[src/startup_config_pkg.sv]
// constants for the start-up configuration sequencer: register offsets,
// field positions, per-mode defaults, state codes and slot timing.
// assumes a 40 MHz system clock and 16-bit control-interface registers.
package startup_config_pkg;

	localparam int NUM_SUPPLIES = 11;
	localparam int SLOT_W       = 4;
	localparam int VSEL_W       = 7;
	localparam int LIN_VSEL_W   = 5;
	localparam int DATA_W       = 16;
	localparam int ADDR_W       = 8;
	localparam int IDX_W        = 4;

	// supply index: 0..5 buck converters, 6 limit switch, 7..10 linear regulators
	localparam int IDX_LIMIT_SW  = 6;
	localparam int IDX_LIN_FIRST = 7;

	localparam logic [ADDR_W-1:0] ADDR_CONTROL   = 8'h06;
	localparam logic [ADDR_W-1:0] ADDR_RESET_DUR = 8'h03;
	localparam logic [ADDR_W-1:0] ADDR_NONE      = 8'h00;

	localparam logic [ADDR_W-1:0] SLOT_ADDR [NUM_SUPPLIES] = '{
		8'hB5, 8'hB7, 8'hBB, 8'hBE, 8'hC1, 8'hC4, 8'hC7, 8'hC9, 8'hCB, 8'hCF, 8'hD2};
	localparam logic [ADDR_W-1:0] VSEL_ADDR [NUM_SUPPLIES] = '{
		8'hB4, 8'h00, 8'hBA, 8'hBD, 8'h00, 8'hC3, 8'h00, 8'hC8, 8'hCA, 8'hCE, 8'hD1};

	// field positions of the start-up control register, and the low bit of the slot field in the slot registers
	localparam int CTRL_SEC_PORT_BIT = 15;
	localparam int CTRL_DEVADDR_HI   = 14;
	localparam int CTRL_DEVADDR_LO   = 13;
	localparam int CTRL_DONE_BIT     = 12;
	localparam int CTRL_RELOAD_BIT   = 11;
	localparam int SLOT_FIELD_LO     = 10;

	localparam logic [1:0] MODE_DEV = 2'h0;
	localparam logic [1:0] MODE_01  = 2'h1;
	localparam logic [1:0] MODE_10  = 2'h2;
	localparam logic [1:0] MODE_11  = 2'h3;

	// mode 01 supply table
	localparam logic [SLOT_W-1:0] M01_SLOT [NUM_SUPPLIES] = '{
		4'h4, 4'h0, 4'h1, 4'h1, 4'h0, 4'h4, 4'h0, 4'h3, 4'h2, 4'h1, 4'h2};
	localparam logic [VSEL_W-1:0] M01_VSEL [NUM_SUPPLIES] = '{
		7'h06, 7'h00, 7'h26, 7'h56, 7'h00, 7'h0A, 7'h00, 7'h02, 7'h1F, 7'h1C, 7'h04};

	// general defaults of the custom modes
	localparam logic       DEF_BUTTON_POL    = 1'h1;
	localparam logic       DEF_USB_LIMIT     = 1'h1;
	localparam logic [1:0] DEF_WDOG_M01      = 2'h0;
	localparam logic [1:0] DEF_WDOG_M10      = 2'h1;
	localparam logic       DEF_IFACE_SEL     = 1'h0;
	localparam logic       DEF_OSC_ENABLE    = 1'h1;
	localparam logic       DEF_TICK_ENABLE   = 1'h1;
	localparam logic       DEF_CLOCK_SOURCE  = 1'h0;
	localparam logic       DEF_LIN_PIN       = 1'h0;
	localparam logic       DEF_RELOAD        = 1'h1;

	localparam logic [SLOT_W-1:0] FIRST_SLOT = 4'h1;
	localparam logic [SLOT_W-1:0] LAST_SLOT  = 4'hF;
	localparam logic [SLOT_W-1:0] NO_SLOT    = 4'h0;

	localparam int  CLK_PERIOD_NS     = 25;
	localparam real SLOT_GAP_MS       = 1.28;
	localparam int  SLOT_GAP_CYCLES_D = $rtoi(SLOT_GAP_MS * 1.0e6 / CLK_PERIOD_NS);

	typedef enum logic [2:0] {
		ST_OFF      = 3'b000,
		ST_LOAD     = 3'b001,
		ST_WAIT_CFG = 3'b010,
		ST_SEQUENCE = 3'b011,
		ST_ACTIVE   = 3'b100
	} state_t;

endpackage : startup_config_pkg

[src/startup_config_sequencer.sv]
// start-up configuration sequencer: picks the start-up mode from two pins,
// loads mode defaults or waits for a development-mode host, then starts
// the supplies slot by slot.
// assumes the control-interface logic delivers one-cycle register strobes
// on clk, and that power on/off and reset-trigger requests are clk pulses.
//
// Overview of operation
// - mode from two pins, codes 00/01/10/11
// - custom modes refuse writes while off
// - mode 01 button polarity defaults to one
// - mode 01 USB slave limit selects 500mA
// - mode 01 watchdog field defaults to 00
// - mode 01 interface selects cleared, two-wire
// - mode 01 low-frequency oscillator enabled
// - mode 01 calendar tick on, source zero
// - mode 01 linear one pin controls cleared
// - start slots spaced about 1.28ms apart
// - mode 01 never closes limit switch
// - after reset-triggered setup, slot/duration writes ignored
// - done bit releases waiting device
// - writing zero to bit 15 selects primary port
// - slot zero means never started automatically
`timescale 1ns/1ps
`default_nettype none

module startup_config_sequencer
	import startup_config_pkg::*;
#(
	parameter int SLOT_GAP_CYCLES = startup_config_pkg::SLOT_GAP_CYCLES_D
) (
	input  wire logic                                       clk,
	input  wire logic                                       rstn,
	input  wire logic                                       mode_select_pin_high,
	input  wire logic                                       mode_select_pin_low,
	input  wire logic                                       power_on_req,
	input  wire logic                                       power_off_req,
	input  wire logic                                       config_reset_req,
	input  wire logic                                       reg_wr,
	input  wire logic                                       reg_rd,
	input  wire logic [startup_config_pkg::ADDR_W-1:0]      reg_addr,
	input  wire logic [startup_config_pkg::DATA_W-1:0]      reg_wdata,
	output logic      [startup_config_pkg::DATA_W-1:0]      reg_rdata,
	output logic      [startup_config_pkg::NUM_SUPPLIES-1:0] supply_enable,
	output logic      [startup_config_pkg::NUM_SUPPLIES-1:0][startup_config_pkg::VSEL_W-1:0]
	                                                        voltage_code,
	output logic      [1:0]                                 start_mode,
	output logic      [2:0]                                 seq_state,
	output logic                                            power_button_polarity,
	output logic                                            usb_slave_current_limit,
	output logic      [1:0]                                 watchdog_behaviour,
	output logic                                            three_wire_select,
	output logic                                            four_wire_select,
	output logic                                            serial_cfg_select,
	output logic                                            low_freq_osc_enable,
	output logic                                            calendar_tick_enable,
	output logic                                            calendar_clock_source,
	output logic                                            first_linear_pin_control,
	output logic                                            first_linear_pin_enable,
	output logic                                            secondary_port_select,
	output logic                                            reload_config_at_power_on,
	output logic      [1:0]                                 bus_device_address,
	output logic      [startup_config_pkg::DATA_W-1:0]      reset_pulse_duration
);
	import startup_config_pkg::*;

	localparam int GAP_W = $clog2(SLOT_GAP_CYCLES + 1);
	localparam logic [GAP_W-1:0] GAP_LAST = GAP_W'(SLOT_GAP_CYCLES - 1);

	state_t                                     state_reg;
	logic [1:0]                                 pin_meta_reg;
	logic [1:0]                                 mode_sync_reg;
	logic [NUM_SUPPLIES-1:0][SLOT_W-1:0]        slot_reg;
	logic [SLOT_W-1:0]                          cur_slot_reg;
	logic [GAP_W-1:0]                           gap_cnt_reg;
	logic                                       done_reg;
	logic                                       rst_cfg_reg;
	logic [NUM_SUPPLIES-1:0]                    slot_match;
	logic [NUM_SUPPLIES-1:0]                    zero_mask;
	logic [NUM_SUPPLIES-1:0]                    ahead_mask;
	logic [IDX_W:0]                             slot_hit;
	logic [IDX_W:0]                             vsel_hit;
	logic                                       wr_ok;
	logic                                       custom_mode;

	// returns {hit, index} for an address found in a table
	function automatic logic [IDX_W:0] find_index(input logic [ADDR_W-1:0] addr,
	                                             input logic [ADDR_W-1:0] tbl [NUM_SUPPLIES]);
		logic [IDX_W:0] res;
		res = '0;
		for (int i = 0; i < NUM_SUPPLIES; i++) begin
			if (tbl[i] != ADDR_NONE && tbl[i] == addr) begin
				res = {1'b1, IDX_W'(i)};
			end
		end
		return res;
	endfunction : find_index

	assign slot_hit    = find_index(reg_addr, SLOT_ADDR);
	assign vsel_hit    = find_index(reg_addr, VSEL_ADDR);
	assign custom_mode = (state_reg == ST_OFF) ? (mode_sync_reg != MODE_DEV)
	                                           : (start_mode != MODE_DEV);
	// custom modes only take their built-in defaults while off
	assign wr_ok = reg_wr && !(custom_mode && state_reg == ST_OFF);

	always_comb begin
		for (int i = 0; i < NUM_SUPPLIES; i++) begin
			slot_match[i] = (slot_reg[i] == cur_slot_reg) && (slot_reg[i] != NO_SLOT);
			zero_mask[i]  = (slot_reg[i] == NO_SLOT);
			ahead_mask[i] = (slot_reg[i] > cur_slot_reg);
		end
	end

	// mode pins are asynchronous straps; sampled only through two flops
	always_ff @(posedge clk or negedge rstn) begin
		if (!rstn) begin
			pin_meta_reg  <= 2'h0;
			mode_sync_reg <= 2'h0;
		end else begin
			pin_meta_reg  <= {mode_select_pin_high, mode_select_pin_low};
			mode_sync_reg <= pin_meta_reg;
		end
	end

	always_ff @(posedge clk or negedge rstn) begin
		if (!rstn) begin
			state_reg    <= ST_OFF;
			start_mode   <= MODE_DEV;
			cur_slot_reg <= NO_SLOT;
			gap_cnt_reg  <= '0;
			rst_cfg_reg  <= 1'b0;
		end else begin
			unique case (state_reg)
				ST_OFF: begin
					if (power_on_req) begin
						start_mode <= mode_sync_reg;
						state_reg  <= ST_LOAD;
					end
				end
				ST_LOAD: begin
					rst_cfg_reg <= 1'b0;
					state_reg   <= (start_mode == MODE_DEV) ? ST_WAIT_CFG : ST_SEQUENCE;
					cur_slot_reg <= FIRST_SLOT;
					gap_cnt_reg  <= '0;
				end
				ST_WAIT_CFG: begin
					if (power_off_req) begin
						state_reg <= ST_OFF;
					end else if (done_reg) begin
						// after a reset-triggered setup the supplies already ran
						state_reg <= rst_cfg_reg ? ST_ACTIVE : ST_SEQUENCE;
					end
				end
				ST_SEQUENCE: begin
					if (power_off_req) begin
						state_reg <= ST_OFF;
					end else if (gap_cnt_reg == GAP_LAST) begin
						gap_cnt_reg <= '0;
						if (cur_slot_reg == LAST_SLOT) begin
							state_reg <= ST_ACTIVE;
						end else begin
							cur_slot_reg <= cur_slot_reg + 4'h1;
						end
					end else begin
						gap_cnt_reg <= gap_cnt_reg + GAP_W'(1);
					end
				end
				ST_ACTIVE: begin
					if (power_off_req) begin
						state_reg <= ST_OFF;
					end else if (config_reset_req && start_mode == MODE_DEV) begin
						rst_cfg_reg <= 1'b1;
						state_reg   <= ST_WAIT_CFG;
					end
				end
				default: state_reg <= ST_OFF;
			endcase
		end
	end

	always_ff @(posedge clk or negedge rstn) begin
		if (!rstn) begin
			seq_state <= 3'h0;
		end else begin
			seq_state <= state_reg;
		end
	end

	// supplies sharing a slot switch on in the same cycle; a reset-triggered
	// setup keeps the enables as they were, and host writes do not touch them
	always_ff @(posedge clk or negedge rstn) begin
		if (!rstn) begin
			supply_enable <= '0;
		end else if (state_reg == ST_OFF) begin
			supply_enable <= '0;
		end else if (state_reg == ST_SEQUENCE) begin
			supply_enable <= supply_enable | slot_match;
		end
	end

	// slot and voltage storage; custom modes overwrite it at load
	always_ff @(posedge clk or negedge rstn) begin
		if (!rstn) begin
			slot_reg     <= '0;
			voltage_code <= '0;
		end else if (state_reg == ST_LOAD && start_mode != MODE_DEV) begin
			for (int i = 0; i < NUM_SUPPLIES; i++) begin
				// mode 10/11 tables are not held: their supplies stay unslotted
				slot_reg[i]     <= (start_mode == MODE_01) ? M01_SLOT[i] : NO_SLOT;
				voltage_code[i] <= (start_mode == MODE_01) ? M01_VSEL[i] : 7'h00;
			end
			slot_reg[IDX_LIMIT_SW] <= NO_SLOT;
		end else if (state_reg == ST_OFF && power_off_req && reload_config_at_power_on) begin
			slot_reg     <= '0;
			voltage_code <= '0;
		end else if (wr_ok) begin
			if (slot_hit[IDX_W] && !rst_cfg_reg) begin
				slot_reg[slot_hit[IDX_W-1:0]] <= reg_wdata[SLOT_FIELD_LO +: SLOT_W];
			end
			if (vsel_hit[IDX_W]) begin
				if (vsel_hit[IDX_W-1:0] >= IDX_W'(IDX_LIN_FIRST)) begin
					voltage_code[vsel_hit[IDX_W-1:0]] <= {2'h0, reg_wdata[LIN_VSEL_W-1:0]};
				end else begin
					voltage_code[vsel_hit[IDX_W-1:0]] <= reg_wdata[VSEL_W-1:0];
				end
			end
		end
	end

	// start-up control register
	always_ff @(posedge clk or negedge rstn) begin
		if (!rstn) begin
			secondary_port_select     <= 1'b0;
			bus_device_address        <= 2'h0;
			done_reg                  <= 1'b0;
			reload_config_at_power_on <= DEF_RELOAD;
		end else if (state_reg == ST_LOAD) begin
			// development host talks over the secondary port until it lets go
			secondary_port_select     <= (start_mode == MODE_DEV);
			done_reg                  <= 1'b0;
			reload_config_at_power_on <= (start_mode == MODE_DEV) ? reload_config_at_power_on
			                                                      : DEF_RELOAD;
		end else if (wr_ok && reg_addr == ADDR_CONTROL) begin
			secondary_port_select     <= reg_wdata[CTRL_SEC_PORT_BIT];
			bus_device_address        <= reg_wdata[CTRL_DEVADDR_HI:CTRL_DEVADDR_LO];
			done_reg                  <= reg_wdata[CTRL_DONE_BIT];
			reload_config_at_power_on <= reg_wdata[CTRL_RELOAD_BIT];
		end else if (state_reg == ST_ACTIVE && config_reset_req) begin
			done_reg <= 1'b0;
		end
	end

	always_ff @(posedge clk or negedge rstn) begin
		if (!rstn) begin
			reset_pulse_duration <= '0;
		end else if (wr_ok && reg_addr == ADDR_RESET_DUR && !rst_cfg_reg) begin
			reset_pulse_duration <= reg_wdata;
		end
	end

	// general custom-mode defaults
	always_ff @(posedge clk or negedge rstn) begin
		if (!rstn) begin
			power_button_polarity    <= 1'b0;
			usb_slave_current_limit  <= 1'b0;
			watchdog_behaviour       <= 2'h0;
			three_wire_select        <= 1'b0;
			four_wire_select         <= 1'b0;
			serial_cfg_select        <= 1'b0;
			low_freq_osc_enable      <= 1'b0;
			calendar_tick_enable     <= 1'b0;
			calendar_clock_source    <= 1'b0;
			first_linear_pin_control <= 1'b0;
			first_linear_pin_enable  <= 1'b0;
		end else if (state_reg == ST_LOAD && start_mode != MODE_DEV) begin
			power_button_polarity    <= DEF_BUTTON_POL;
			usb_slave_current_limit  <= DEF_USB_LIMIT;
			watchdog_behaviour       <= (start_mode == MODE_10) ? DEF_WDOG_M10 : DEF_WDOG_M01;
			three_wire_select        <= DEF_IFACE_SEL;
			four_wire_select         <= DEF_IFACE_SEL;
			serial_cfg_select        <= DEF_IFACE_SEL;
			low_freq_osc_enable      <= DEF_OSC_ENABLE;
			calendar_tick_enable     <= DEF_TICK_ENABLE;
			calendar_clock_source    <= DEF_CLOCK_SOURCE;
			first_linear_pin_control <= DEF_LIN_PIN;
			first_linear_pin_enable  <= DEF_LIN_PIN;
		end
	end

	// read data: one cycle after the strobe, unmapped addresses read zero
	always_ff @(posedge clk or negedge rstn) begin
		if (!rstn) begin
			reg_rdata <= '0;
		end else if (reg_rd) begin
			if (reg_addr == ADDR_CONTROL) begin
				reg_rdata <= {secondary_port_select, bus_device_address, done_reg,
				              reload_config_at_power_on, 11'h000};
			end else if (reg_addr == ADDR_RESET_DUR) begin
				reg_rdata <= reset_pulse_duration;
			end else if (slot_hit[IDX_W]) begin
				reg_rdata <= {2'h0, slot_reg[slot_hit[IDX_W-1:0]], 10'h000};
			end else if (vsel_hit[IDX_W]) begin
				reg_rdata <= {9'h000, voltage_code[vsel_hit[IDX_W-1:0]]};
			end else begin
				reg_rdata <= '0;
			end
		end
	end
endmodule : startup_config_sequencer

`default_nettype wire

[config.mk]
export PLATFORM = sky130hd
export DESIGN_NAME = startup_config_sequencer
export DESIGN_NICKNAME = d
export VERILOG_FILES = /design/src/startup_config_pkg.sv /design/src/startup_config_sequencer.sv
export SDC_FILE = /design/constraint.sdc
export NUM_CORES = 1
export LEC_CHECK = 0
export BUFFER_PORTS_ARGS = -buffer_cell sky130_fd_sc_hd__clkbuf_2
export CORE_ASPECT_RATIO = 0.5
export CORE_MARGIN = 2
export CORE_UTILIZATION = 52
export DETAILED_ROUTE_END_ITERATION = 7
export GPL_TIMING_DRIVEN = 0
export PLACE_DENSITY_LB_ADDON = 0.25
export SLEW_MARGIN = 20
export SYNTH_ARGS = -nofsm -noshare
export SYNTH_HDL_FRONTEND = slang
export SYNTH_SLANG_ARGS = --single-unit
[constraint.sdc]
create_clock -name clk -period 2.2 [get_ports clk]
set_input_delay 0.22 -clock clk [delete_from_list [all_inputs] [get_ports clk]]
set_output_delay 0.22 -clock clk [all_outputs]
set_load 0.05 [all_outputs]
Word-level counts from Yosys, hierarchy flattened
Cells that the tools add are included.
- word-level logic and storage cells: 245
- output and inout bits: 141
- register bits: 205
- bits of input ports: 33
- $add $sub $neg: 2
- magnitude comparators: 5
- reductions and logical operators: 58
- eq/ne operators: 51
- muxes and demuxes: 88
- bitwise logic cells: 2
- operators with widths (cell ; count):
    $mux 77 ; 5
    $mux 44 ; 4
    $bwmux 77 ; 2
    $eq 8x8->1 const A ; 19
    $mux 5 ; 21
    $mux 16 ; 4
    $bwmux 44 ; 1
    $eq 4x4->1 ; 11
    $reduce_bool 4->1 ; 11
    $mux 3 ; 12
    $pmux 16 s2 ; 1
    $bmux 7 s4 ; 1
    $demux 7 s4 ; 1
    $mux 7 ; 4
    $logic_and 1x1->1 ; 24
    $mux 4 ; 6
    $mux 11 ; 2
    $add 16x1->16 const B ; 1
    $bmux 4 s4 ; 1
    $demux 4 s4 ; 1
    $eq 16x16->1 const B ; 1
    $pmux 3 s5 ; 1
    $mux 1 ; 14
    $mux 14 ; 1
    other kinds (29) ; 57

Depth between registers and ports, before layout
- depth in word-level cells: 21
- gate-level depth with buffers: 11

Worst setup path after synthesis
Ideal clock, no wire load.
- kind: in2reg
- start: input reg_addr[3] (netlist name)
- end: register reg_rdata[4] (netlist name)
- arrival: 2079 ps
- setup slack: -16 ps
- stages on the path: 10
- required time: 2062 ps
- setup time: 138 ps
- cells stage by stage: buf_2 or2_1 buf_6 or3_1 buf_6 nand2_8 buf_8 mux2_1 a221oi_1 o31ai_1
- word-level cells in the longest chain between the ends: 15
- elaborated cells between the ends (all ways): 46
- those cells by class: eq/ne: 21; mux: 25
- RTL lines (what ; RTL line ; text):
    from (decl) ; startup_config_sequencer.sv:40 ; input wire logic [startup_config_pkg::ADDR_W-1:0] reg_addr,
    branches (longest 14 deep; another with $mux 14) ; n/a ;
    $mux 16 (*) ; startup_config_sequencer.sv:294 ; if (reg_addr == ADDR_CONTROL) begin
    to (signal assigned) ; startup_config_sequencer.sv:295 ; reg_rdata <= {secondary_port_select, bus_device_address, done_reg,
    to (signal assigned) ; startup_config_sequencer.sv:298 ; reg_rdata <= reset_pulse_duration;
    to (signal assigned) ; startup_config_sequencer.sv:300 ; reg_rdata <= {2'h0, slot_reg[slot_hit[IDX_W-1:0]], 10'h000};
    to (decl) ; startup_config_sequencer.sv:42 ; output logic [startup_config_pkg::DATA_W-1:0] reg_rdata,
Every way passes the cells marked *. The select of a mux whose other input is x is not followed.
A chain may end at the register's enable or synchronous reset.

Worst setup path in the final report
- start: register state_reg[2]
- end: register slot_reg[17] (netlist name)
- word-level cells in the longest chain between the ends: 7
- elaborated cells between the ends (all ways): 14
- those cells by class: eq/ne: 1; mux: 3; reduce/logical: 10
- RTL lines (what ; RTL line ; text):
    from (decl) ; startup_config_sequencer.sv:69 ; state_t state_reg;
    from (signal assigned) ; startup_config_sequencer.sv:141 ; state_reg <= (start_mode == MODE_DEV) ? ST_WAIT_CFG : ST_SEQUENCE;
    from (signal assigned) ; startup_config_sequencer.sv:150 ; state_reg <= rst_cfg_reg ? ST_ACTIVE : ST_SEQUENCE;
    $logic_not 3->1 ; startup_config_sequencer.sv:100, startup_config_sequencer.sv:103, startup_config_sequencer.sv:212 ;
    $mux 1 ; startup_config_sequencer.sv:100 ; assign custom_mode = (state_reg == ST_OFF) ? (mode_sync_reg != MODE_DEV)
    $logic_and 1x1->1 ; startup_config_sequencer.sv:103 ; assign wr_ok = reg_wr && !(custom_mode && state_reg == ST_OFF);
    $logic_not 1->1 ; startup_config_sequencer.sv:103 ;
    $logic_and 1x1->1 ; startup_config_sequencer.sv:103 ;
    $reduce_bool 3->1 (no source line) ; n/a ;
    $reduce_and 2->1 (no source line) ; n/a ;
    to (signal, indexed assignment) ; startup_config_sequencer.sv:208 ; slot_reg[i] <= (start_mode == MODE_01) ? M01_SLOT[i] : NO_SLOT;
    to (signal, indexed assignment) ; startup_config_sequencer.sv:217 ; slot_reg[slot_hit[IDX_W-1:0]] <= reg_wdata[SLOT_FIELD_LO +: SLOT_W];
    to (decl) ; startup_config_sequencer.sv:72 ; logic [NUM_SUPPLIES-1:0][SLOT_W-1:0] slot_reg;
Several ways; a longest one is shown, not always the timed one.

==> impl_summary.md <==
Timing
The total count of hold-check failures in the final report came to 0. The share of the clock period used by the worst path is 1.042. The final worst clock skew is 0.009551 ns.

For the finished layout, the period the worst path requires is between 2 and 2.5 ns. In this run the tightest slew margin relative to its limit is 0.3664. At the pin with the least slew margin, the transition time is ~0.94 ns.

Setup violations remaining at the end of the flow were counted as 54. Derived from the worst setup path, the maximum achievable clock frequency is 436.2 MHz. The final-report max-slew violation count came to 0. Setup repair after global routing could not meet its margin everywhere. The worst-case setup margin in the final layout is -0.09236 ns.

Worst setup path
Data on the critical path is required at its endpoint by 2.59 ns. Data arrives at the worst endpoint at 2.68 ns. The nature of the critical path startpoint is a flop. The worst setup path is of the reg -> reg kind.

The maximum net fanout on the critical path is 10. Setup slack on the worst reg-to-reg path comes out at -0.09 ns. The critical-path cell with the highest stage delay is nor3_2. The depth of the worst register-to-register path is 6. In this design, the stage delay of the slowest critical-path cell is 0.65 ns.

The origin of the critical flop-to-flop path is state_reg[2]. The critical path goes through buf_6, nor3_2, a31o_4, clkbuf_4, buf_2, nor2_1. STA classifies the critical path endpoint as a flop. In this run the critical register-to-register path is captured at slot_reg[17].

Place
The congestion estimate from routability-driven global placement came to about 0.94. The quantity of I/O buffers inserted on ports is 161. The pre-CTS worst setup slack is -0.9233 ns. The placement-stage cell area is between 10000 and 15000 µm². The HPWL reported at the end of detailed placement is 24500 µm.

Pwr
The maximum resistive drop on vdd is 740.2 µV. Total power for the finished layout comes to 14.44 mW. The net switching fraction of the power is 0.4371. The analysis attributes to cell leakage a power of 6.076 nW. Cell internal power was estimated by the tool at about 8.1 mW.

The share of total power dissipated in the clock network is 0.242. The analysis attributes to net switching a power of 6.311 mW. The share of total power dissipated in sequential elements is 0.336.

Dividing total power by cell area gives a power density of 1088 nW/µm². The portion of total power attributed to combinational logic is 0.422.

GRT
In the global route stage, overall resource usage came out at 0.3116. The pin count of the biggest net entering global routing is 93. The remaining global-route overflow is 0. The initial antenna violation count was 0. The first-pass GRT wire length is 53940 µm. The via count of the first global-routing pass is slightly below 10000.

Clock tree
Clock-pin slew was measured on the worst setup and hold paths at 0.07 ns. In this run the deepest clock path goes through 3 buffers. The CTS tree is built. The number of clock buffers inserted by TritonCTS is 20. CTS built an H-tree with a depth of 1. Counting every sink on the clock net gives roughly 200. The library cell used as clock root buffer is clkbuf_16. At the later pin of the worst-skew pair, clock insertion delay measures 0.50 ns.

Finish
The net total in the final layout is 1373. Fill cells in the final layout number approximately 1700. Of the cells placed in the final design, the portion with a size suffix greater than 1 is 0.2578. The register with the most flip-flops in the layout has 77 of them. The number of antenna diodes is 0. The area growth from synthesis to layout is 21.91%. The post-route cell area is 13260 µm².

Yosys
During synthesis, Yosys emitted a total of 0 warnings. The share of synthesized area in the top cell type comes to 0.4669. The dominant cell by count in the synthesized netlist is dfrtp_1. The number of enable-type register cells in the synthesized netlist is 0. Summing every instance area after synthesis gives 10880 µm². For this run, the register share of the synthesized area comes to 0.4693.

The synthesized flop and latch total is just over 200. The commonest cells after synthesis are 203 x dfrtp_1, 125 x nor2_1, 100 x a21oi_1, 74 x nand2_1, 74 x o21ai_0. Counting flops with an async set or reset pin after synthesis yields a share of 1.000.

For this run, the leading register cell type out of synthesis is dfrtp_1. The count of unique library cells instantiated by Yosys is 83. Sorting the synthesized cells by area gives the leading types as dfrtp_1 47%, mux2i_1 6.4%, a21oi_1 4.6%. The cell type contributing the most total cell area after synthesis is dfrtp_1.

The average footprint of a synthesized cell is between 9 and 10 µm². The gate count after technology mapping is 1127.

Status
The run finished, with violations left. The final reports fail on setup timing.

Floorplanning
The floorplan step defined a core boundary enclosing 20550 µm². The number of placement rows is 37. The effective utilization at floorplan is 0.5293. For this design the top-level I/O count stands at around 170.

The vertical die dimension is 106.3 µm. The floorplan step defined a die boundary enclosing 22170 µm². The die boundary width is 208.6 µm.

Flow run
The max-cap violation count is 0.

Hold path
The endpoint with the worst hold slack is slot_reg[31]. The startpoint identified for the worst hold timing path is reg_wdata[13]. The worst hold path was traced through 3 stages. The min-delay analysis places its worst path in the category in -> reg.

Detailed routing
In the final routed layout, each cell accounts on average for 21.84 µm. In this run the remaining antenna-violating nets after routing total 0. The number of design-rule violations left by the first detailed-router iteration is 1095. The number of remaining DRC errors is 0. The total via count after detailed routing is between 10000 and 15000. In the routed layout, each cell is associated on average with a via count of roughly 6.2. The number of iterations in the first detailed-routing pass is 7. The total routed wirelength is 35440 µm.
worst max-delay path: cells and delay by family, from the launching register on:
kind,cells,cell delay (ns)
AND/OR/NAND/NOR,2,0.74
buffers and inverters,3,0.69
flip-flops,1,0.39
AO/OA/AOI/OAI,1,0.35
cells by family (layout without fill, tap and decap cells):
family | Yosys count | count (layout) | synth area share
buffers and inverters | 102 | 318 | 0.04738
AND/OR/NAND/NOR | 398 | 398 | 0.1946
other | 1 | 7 | 0.0003447
multiplexers | 105 | 105 | 0.1006
AO/OA/AOI/OAI | 274 | 275 | 0.1525
XOR/XNOR | 41 | 41 | 0.03300
flip-flops | 204 | 204 | 0.4693
adder cells (fa/ha/maj) | 2 | 2 | 0.002300
power groups by stage:
stage | Combinational [mW] | Sequential [mW] | Clock [mW]
5_1_grt | 6.46 | 4.89 | 3.67
2_1_floorplan | 2.58 | 5.90 | 0
6_report | 6.09 | 4.85 | 3.50
4_1_cts | 5.69 | 4.83 | 3.51
3_5_place_dp | 5.34 | 4.86 | 0
3_3_place_gp | 5.20 | 4.84 | 0
how the worst max path moves through the flow:
stage	startpoint	to	slack, ns
3_3_place_gp	rstn	voltage_code[75]	-2.98
6_report	state_reg[2]	slot_reg[17]	-0.09
5_1_grt	state_reg[2]	state_reg[1]	-0.06
2_1_floorplan	reg_addr[3]	reg_rdata[4]	0.006
3_5_place_dp	state_reg[0]	voltage_code[53]	-0.92
4_1_cts	gap_cnt_reg[0]	state_reg[2]	0.004
cell type report:
cell class,instances,area [µm²],area share
timing repair buffer,190,1117,0.08424
clock buffer,30,599.3,0.04518
buffer,82,493.0,0.03717
clock inverter,4,56.30,0.004245
tap,273,341.6,0.02575
sequential,204,5109,0.3852
multi-input combinational,828,5503,0.4149
inverter,12,45.04,0.003396
per-stage QoR:
stage	hold slack [ns]	utilization	cells	TNS (ns)
4_1_cts	0.02734	0.6359	1615	0
5_1_grt	0.05241	0.6453	1623	-0.9878
2_1_floorplan	-0.07559	-	1133	0
3_5_place_dp	0.1566	0.5900	1569	-80.61
3_3_place_gp	0.3289	0.5866	1567	-687.67
6_report	0.03982	0.6453	1623	-2.798
routing by layer:
| layer | routed length, µm | track usage | vias up |
|---|---|---|---|
| met5 | 0 | 0 | - |
| met4 | 1436 | 0.1316 | 0 |
| met3 | 3471 | 0.06381 | 112 |
| met2 | 15900 | 0.4823 | 570 |
| met1 | 14630 | 0.4307 | 4920 |
| li1 | - | - | 4442 |
repair_timing:
item,in CTS,in global routing
hold buffers,8,0
setup buffers,9,10
cloned,0,1
endpoints found under the setup margin,156,84
resized for setup,47,28
hold endpoints to repair,42,0
pin swaps,3,3
cell usage in the layout (no fill, tap or decap), types with 9 or more instances in the layout:
cell       count
clkbuf_1      32
a21oi_1      100
nand4_1       14
xor2_1         9
nor2_1       119
mux2_1         9
and2_1        28
mux2i_1       70
dfrtp_1      201
o21ai_1       10
mux2_2        26
xnor2_1       32
o21ai_0       74
clkbuf_16     21
nand3_1       30
buf_4         39
clkbuf_2     167
o22ai_1       17
inv_1         12
nor3_1        36
nand2_1       69
buf_2         12
and3_1        14
No activity file was read; power rests on OpenSTA's default activity.
